===== src/logic/host_access_map.svh =====
`ifndef HOST_ACCESS_MAP_SVH
`define HOST_ACCESS_MAP_SVH

// Bus widths of the host port
`define HA_ADDR_W 16
`define HA_DATA_W 16

// Strap levels that select the 16-bit buffered nonzero-wait cycle
`define HA_LATCH_MODE_REQ 1'b0
`define HA_WAIT_MODE_REQ 1'b1
`define HA_BUS_WIDTH_REQ 1'b1
`define HA_ADDR_LATCH_REQ 1'b1

// Reset values of the active-low outputs and of the data and address buses
`define HA_STROBE_IDLE 1'b1
`define HA_DATA_RST 16'h0000
`define HA_ADDR_RST 16'h0000

// Strap capture: the synchronised straps lag the pins by four edges after reset
`define HA_STRAP_CAPTURE 3'h4
`define HA_STRAP_AGE_MAX 3'h7

// Bit positions inside the synchronised control group
`define HA_CTL_SEL 0
`define HA_CTL_STRB 1
`define HA_CTL_SPACE 2
`define HA_CTL_DIR 3
`define HA_CTL_W 4

`endif


===== src/logic/host_access_pkg.sv =====
package host_access_pkg;

	// Cycle states, Gray coded along the path from ST_IDLE through ST_XTRA to ST_DONE
	typedef enum logic [2:0] {
		ST_IDLE = 3'b000,
		ST_CTL = 3'b001,
		ST_XTRA = 3'b011,
		ST_MEM = 3'b010,
		ST_DONE = 3'b110
	} cycle_state_t;

endpackage : host_access_pkg


===== src/logic/buffered_host_access_cycle.sv =====
`timescale 1ns/100ps
`include "host_access_map.svh"

module buffered_host_access_cycle #(
	parameter int ADDR_W = `HA_ADDR_W,
	parameter int DATA_W = `HA_DATA_W
) (
	input wire logic mclk,
	input wire logic rstn,
	input wire logic hostSelectN,
	input wire logic host_strobe_n,
	input wire logic spaceSelect,
	input wire logic hostDirection,
	input wire logic [ADDR_W-1:0] host_address_bus,
	input wire logic [DATA_W-1:0] hostDataIn,
	output logic [DATA_W-1:0] hostDataOut,
	output logic hostDataOeN,
	output logic access_grant_n,
	output logic transfer_done_n,
	input wire logic latch_mode_strap,
	input wire logic waitModeStrap,
	input wire logic bus_width_strap,
	input wire logic address_latch_strap,
	input wire logic directionSenseStrap,
	input wire logic triggerSelStrap,
	input wire logic byteOrderStrap,
	output logic configOk,
	input wire logic ramBusy,
	output logic hostHold,
	output logic memReq,
	output logic memWrite,
	output logic memSpace,
	output logic [ADDR_W-1:0] memAddr,
	output logic [DATA_W-1:0] memWrData,
	input wire logic [DATA_W-1:0] memRdData,
	input wire logic memAck
);
	import host_access_pkg::*;

	localparam int BUS_W = ADDR_W + DATA_W;
	localparam logic [`HA_CTL_W-1:0] CTL_RST = {1'b0, 1'b0, `HA_STROBE_IDLE, `HA_STROBE_IDLE};

	// ****************************************
	// Input synchronisers
	// ****************************************
	logic [`HA_CTL_W-1:0] ctlS;
	logic [BUS_W-1:0] busS;
	logic busSettling;
	logic [4:0] strapS;
	logic selS;
	logic strbS;
	logic spaceS;
	logic dirS;
	logic [ADDR_W-1:0] addrS;
	logic [DATA_W-1:0] dataS;

	// Every host pin is asynchronous to mclk
	pin_sync #(.WIDTH(`HA_CTL_W), .RST_VAL(CTL_RST)) u_ctl_sync (
		.mclk(mclk),
		.rstn(rstn),
		.pinIn({hostDirection, spaceSelect, host_strobe_n, hostSelectN}),
		.stable(ctlS),
		.settling()
	);

	pin_sync #(.WIDTH(BUS_W), .RST_VAL('0)) u_bus_sync (
		.mclk(mclk),
		.rstn(rstn),
		.pinIn({host_address_bus, hostDataIn}),
		.stable(busS),
		.settling(busSettling)
	);

	pin_sync #(.WIDTH(5), .RST_VAL('0)) u_strap_sync (
		.mclk(mclk),
		.rstn(rstn),
		.pinIn({directionSenseStrap, address_latch_strap, bus_width_strap,
			waitModeStrap, latch_mode_strap}),
		.stable(strapS),
		.settling()
	);

	// Control and bus fields
	assign selS = ctlS[`HA_CTL_SEL];
	assign strbS = ctlS[`HA_CTL_STRB];
	assign spaceS = ctlS[`HA_CTL_SPACE];
	assign dirS = ctlS[`HA_CTL_DIR];
	assign addrS = busS[BUS_W-1:DATA_W];
	assign dataS = busS[DATA_W-1:0];

	// ****************************************
	// Strap capture
	// ****************************************
	logic [2:0] strapAge;
	logic dirSense;
	logic [2:0] next_strapAge;
	logic next_configOk;
	logic next_dirSense;

	// Straps are caught once; earlier the synchroniser still shows its reset zeros
	always_comb begin
		next_strapAge = strapAge;
		next_configOk = configOk;
		next_dirSense = dirSense;
		if (strapAge != `HA_STRAP_AGE_MAX) begin
			next_strapAge = strapAge + 3'h1;
		end
		if (strapAge == `HA_STRAP_CAPTURE) begin
			// Trigger select and byte order take no part in the check
			next_configOk = (strapS[0] == `HA_LATCH_MODE_REQ) && (strapS[1] == `HA_WAIT_MODE_REQ)
				&& (strapS[2] == `HA_BUS_WIDTH_REQ) && (strapS[3] == `HA_ADDR_LATCH_REQ);
			next_dirSense = strapS[4];
		end
	end

	always_ff @(posedge mclk) begin
		if (!rstn) begin
			strapAge <= 3'h0;
			configOk <= 1'b0;
			dirSense <= 1'b0;
		end else begin
			strapAge <= next_strapAge;
			configOk <= next_configOk;
			dirSense <= next_dirSense;
		end
	end

	// ****************************************
	// Access cycle
	// ****************************************
	cycle_state_t state;
	cycle_state_t next_state;
	logic next_grantN;
	logic next_doneN;
	logic next_oeN;
	logic next_hostHold;
	logic next_memReq;
	logic next_memWrite;
	logic next_memSpace;
	logic [ADDR_W-1:0] next_memAddr;
	logic [DATA_W-1:0] next_memWrData;
	logic [DATA_W-1:0] next_hostDataOut;

	// One cycle per grant; a mis-strapped part never grants, so it cannot corrupt RAM
	always_comb begin
		next_state = state;
		next_grantN = access_grant_n;
		next_doneN = transfer_done_n;
		next_oeN = hostDataOeN;
		next_hostHold = hostHold;
		next_memReq = memReq;
		next_memWrite = memWrite;
		next_memSpace = memSpace;
		next_memAddr = memAddr;
		next_memWrData = memWrData;
		next_hostDataOut = hostDataOut;
		case (state)
			ST_IDLE: begin
				// Tied select and strobe look the same here
				if (configOk && !selS && !strbS && !ramBusy) begin
					next_grantN = 1'b0;
					next_hostHold = 1'b1;
					next_state = ST_CTL;
				end
			end
			ST_CTL: begin
				next_memSpace = spaceS;
				next_memWrite = dirS ^ dirSense;
				if (busSettling) begin
					next_state = ST_XTRA;
				end else begin
					next_memAddr = addrS;
					next_memWrData = dataS;
					next_memReq = 1'b1;
					next_state = ST_MEM;
				end
			end
			ST_XTRA: begin
				next_memAddr = addrS;
				next_memWrData = dataS;
				next_memReq = 1'b1;
				next_state = ST_MEM;
			end
			ST_MEM: begin
				if (memAck) begin
					next_memReq = 1'b0;
					next_hostDataOut = memRdData;
					next_oeN = memWrite;
					next_doneN = 1'b0;
					next_state = ST_DONE;
				end
			end
			ST_DONE: begin
				// No timeout: the host may wait as long as it likes
				if (strbS) begin
					next_grantN = 1'b1;
					next_doneN = 1'b1;
					next_oeN = 1'b1;
					next_hostHold = 1'b0;
					next_state = ST_IDLE;
				end
			end
			default: begin
				next_state = ST_IDLE;
				next_grantN = 1'b1;
				next_doneN = 1'b1;
				next_oeN = 1'b1;
				next_hostHold = 1'b0;
				next_memReq = 1'b0;
			end
		endcase
	end

	always_ff @(posedge mclk) begin
		if (!rstn) begin
			state <= ST_IDLE;
			access_grant_n <= `HA_STROBE_IDLE;
			transfer_done_n <= `HA_STROBE_IDLE;
			hostDataOeN <= 1'b1;
			hostHold <= 1'b0;
			memReq <= 1'b0;
			memWrite <= 1'b0;
			memSpace <= 1'b0;
			memAddr <= `HA_ADDR_RST;
			memWrData <= `HA_DATA_RST;
			hostDataOut <= `HA_DATA_RST;
		end else begin
			state <= next_state;
			access_grant_n <= next_grantN;
			transfer_done_n <= next_doneN;
			hostDataOeN <= next_oeN;
			hostHold <= next_hostHold;
			memReq <= next_memReq;
			memWrite <= next_memWrite;
			memSpace <= next_memSpace;
			memAddr <= next_memAddr;
			memWrData <= next_memWrData;
			hostDataOut <= next_hostDataOut;
		end
	end
endmodule : buffered_host_access_cycle


===== src/logic/pin_sync.sv =====
`timescale 1ns/100ps

// ****************************************
// Three-stage pin synchroniser
// ****************************************
module pin_sync #(
	parameter int WIDTH = 4,
	parameter logic [WIDTH-1:0] RST_VAL = '0
) (
	input wire logic mclk,
	input wire logic rstn,
	input wire logic [WIDTH-1:0] pinIn,
	output logic [WIDTH-1:0] stable,
	output logic settling
);

	logic [WIDTH-1:0] s1;
	logic [WIDTH-1:0] s2;
	logic [WIDTH-1:0] s3;
	logic [WIDTH-1:0] next_stable;
	logic next_settling;

	// A bit only moves once stages two and three agree on it
	always_comb begin
		for (int i = 0; i < WIDTH; i++) begin
			next_stable[i] = (s2[i] == s3[i]) ? s3[i] : stable[i];
		end
		next_settling = (s2 != s3);
	end

	// s1 feeds s2 only; it may be metastable
	always_ff @(posedge mclk) begin
		if (!rstn) begin
			s1 <= RST_VAL;
			s2 <= RST_VAL;
			s3 <= RST_VAL;
			stable <= RST_VAL;
			settling <= 1'b0;
		end else begin
			s1 <= pinIn;
			s2 <= s1;
			s3 <= s2;
			stable <= next_stable;
			settling <= next_settling;
		end
	end

endmodule : pin_sync


===== config.mk =====
export PLATFORM = sky130hd
export DESIGN_NAME = buffered_host_access_cycle
export DESIGN_NICKNAME = d
export VERILOG_FILES = /design/src/logic/host_access_pkg.sv /design/src/logic/buffered_host_access_cycle.sv /design/src/logic/pin_sync.sv
export VERILOG_INCLUDE_DIRS = /design/src /design/src/logic
export SDC_FILE = /design/constraint.sdc
export NUM_CORES = 1
export LEC_CHECK = 0
export BUFFER_PORTS_ARGS = -buffer_cell sky130_fd_sc_hd__buf_4
export CORE_MARGIN = 4
export CORE_UTILIZATION = 31
export CTS_CLUSTER_DIAMETER = 50
export CTS_CLUSTER_SIZE = 24
export DETAILED_ROUTE_END_ITERATION = 8
export PLACE_DENSITY_LB_ADDON = 0.08
export SYNTH_ARGS = -nofsm -noshare
export SYNTH_HDL_FRONTEND = slang
export SYNTH_SLANG_ARGS = --single-unit

===== constraint.sdc =====
create_clock -name mclk -period 1.45 [get_ports mclk]
set_input_delay 0 -clock mclk [delete_from_list [all_inputs] [get_ports mclk]]
set_output_delay 0 -clock mclk [all_outputs]
set_load 0.02 [all_outputs]

==> impl_metrics.json <==
{
  "status": "complete, no violations",
  "grt_first_pass_wirelength_um": 26700,
  "overflow": 0,
  "clk_pin_slew_ns": 0.06,
  "async_flop_share": 0,
  "cts_tree": "yes",
  "synth.net_count": 822,
  "cp.required_ns": 1.84,
  "ys_ff_latch": 228,
  "syn_area_per_cell_um2": 10.1,
  "syn_to_final_growth_pct": 36.5,
  "mostFrequentLayoutCell": "dfxtp_1",
  "root_buffer": "clkbuf_16",
  "firstDrtPassIters": 4,
  "layout_min_cycle_time_ns": 1.37,
  "stdcell_count": 1284,
  "die_h_um": 165,
  "dr.first_iter.drc_count": 239,
  "placed_area_um2": 8900,
  "pre_cts_slack_ns": 0.0825,
  "io_pins": 119,
  "cp_slowest_stage_delay_ns": 0.33,
  "htreeDepth": 1,
  "slowest_stage": "dfxtp_1",
  "vias_per_cell": 4.24,
  "worst_slack_ns": 0.0811,
  "dieArea_um2": 27200,
  "drc": 0,
  "worstSetupEndpointType": "register",
  "dpl.cell_count": 1174,
  "antenna_found_initial": 0,
  "clock_latency_ns": 0.52,
  "grt_pass1_vias": 5368,
  "yosysUniqueCellTypes": 33,
  "path_max_fanout": 3,
  "track_usage": 0.120,
  "cap_violations": 0,
  "finalSetupViolations": 0,
  "finalSetupTns_ns": 0,
  "detail-route-antenna-nets": 0,
  "cts.sinks": 228,
  "drive_above_1_share": 0.188,
  "ys_seq_area_frac": 0.599,
  "core_area_um2": 24200,
  "final_cell_mix": "dfxtp_1, nand2_1, buf_4",
  "p_leak_nw": 4.01,
  "gp_congestion": 0.671,
  "crit_chain": "xnor2_1 -> nand4_1 -> nor4_1 -> buf_4 -> a21boi_1",
  "ir_drop_uv": 641,
  "post-route-period-util": 0.944,
  "wl_per_cell_um": 12.8,
  "hold_viol": 0,
  "slew_headroom": 0.754,
  "synth_edf_count": 0,
  "synthCells": 756,
  "die_w_um": 165,
  "cts_buffers": 26,
  "start_kind": "register",
  "rows": 57,
  "final_nets": 1006,
  "place.port_buffers": 116,
  "post-cts-setup-buffer-count": 0,
  "rsz0062_at_grt": "no",
  "fmax_mhz": 731,
  "diodes": 0,
  "grt_max_degree": 63,
  "routed_wl_um": 16400,
  "ys.flop_type": "dfxtp_1",
  "yosys_warnings": 0,
  "power_density_nw_per_um2": 1300,
  "hpwl_um": 10900,
  "syn_area_um2": 7620,
  "report.final.slew_viol_count": 0,
  "start_util": 0.314,
  "worstMarginPinSlew_ns": 0.369,
  "criticalPathCategory": "reg2reg",
  "critPathArrivalTime_ns": 1.76,
  "cts.path.max_buffers": 3,
  "hold_path.class": "in2reg",
  "finalCoreUtilization": 0.429,
  "fin_area_um2": 10400,
  "vias": 5444,
  "skew_ns": 0.0112
}
## final timing paths
check                         from             endpoint  slack (ns)  cells after the start
setup / recovery  u_bus_sync.s3[7]  u_bus_sync.settling        0.08                      5
hold / removal         hostSelectN     u_ctl_sync.s1[0]        0.22                      3
setup reg to reg  u_bus_sync.s3[7]  u_bus_sync.settling        0.08                      5
hold reg to reg   u_ctl_sync.s1[1]     u_ctl_sync.s2[1]        0.41                      1
## synthesized netlist by cell type, types with 2 or more instances
cell type | n | area [um2]
nand4_1 | 9 | 56.3
nand3_1 | 3 | 15.0
clkbuf_1 | 24 | 90.1
ha_1 | 3 | 37.5
a21oi_1 | 5 | 25.0
buf_4 | 3 | 22.5
o21ai_0 | 45 | 225
dfxtp_1 | 228 | 4560
mux2i_1 | 3 | 30.0
nand2_1 | 144 | 541
a21boi_1 | 49 | 368
inv_1 | 3 | 11.3
nor2b_1 | 6 | 37.5
nand2b_1 | 10 | 62.6
nor4_1 | 2 | 12.5
xnor2_1 | 34 | 298
a21boi_0 | 40 | 300
buf_2 | 7 | 35.0
nor2_1 | 4 | 15.0
o211a_1 | 2 | 20.0
and2_1 | 120 | 751
## kinds of logic (layout without fill, tap and decap cells)
logic type / count (synthesis) / after routing / share of synthesized area
flip-flops: 228 / 228 / 0.599
adder cells (fa/ha/maj): 3 / 3 / 0.00493
XOR/XNOR: 34 / 34 / 0.0391
AND/OR/NAND/NOR: 302 / 302 / 0.201
multiplexers: 3 / 3 / 0.00394
buffers and inverters: 39 / 243 / 0.0223
AO/OA/AOI/OAI: 147 / 147 / 0.130
## critical path, delay by kind of cell, from the launching register on
| kind | cells | cell delay (ns) |
|---|---|---|
| buf+inv | 1 | 0.15 |
| simple gates | 2 | 0.43 |
| flops | 1 | 0.33 |
| xor+xnor | 1 | 0.29 |
| compound gates | 1 | 0.05 |
## per-stage QoR
stage | total power, W | hold WS, ns
finish | 0.0135 | 0.219
global route | 0.0141 | 0.214
CTS | 0.0138 | 0.193
detailed placement | 0.00713 | 0.188
global placement | 0.00712 | 0.186
floorplan | 0.00689 | 0.101
## layer usage
metal | vias up | track usage | routed length [um]
met2 | 120 | 0.190 | 7260
met3 | 22 | 0.0265 | 874
li1 | 2826 | - | -
met5 | - | 0 | 0
met1 | 2476 | 0.165 | 7950
met4 | 0 | 0.0314 | 330
## timing repair
item,in CTS,in global routing
hold buffers,62,0
resized for setup,0,1
endpoints found under the hold margin,82,0
endpoints found under the setup margin,0,1
## report_power, final
part,switching (W),internal [W]
sequential,0.0000865,0.00641
combinational,0.000219,0.000394
clock,0.00269,0.00372
total,0.00300,0.0105
## state kept, by name, summed over array words and instances, names as in the netlist, 5 cells and up
register,flops
memWrData,16
u_bus_sync.s1,32
u_bus_sync.s2,32
u_bus_sync.stable,32
u_strap_sync.stable,5
u_strap_sync.s2,5
memAddr,16
hostDataOut,16
u_strap_sync.s1,5
u_strap_sync.s3,5
u_bus_sync.s3,32
## layout make-up
| cell class | count | area [um2] |
|---|---|---|
| Fill cell | 2402 | 13800 |
| Multi-Input combinational cell | 489 | 2900 |
| Timing Repair Buffer | 191 | 1650 |
| Clock buffer | 31 | 701 |
| Clock inverter | 17 | 166 |
| Tap cell | 324 | 405 |
| Inverter | 4 | 15.0 |
| Sequential cell | 228 | 4560 |
Power figures use the tool's default switching activity.
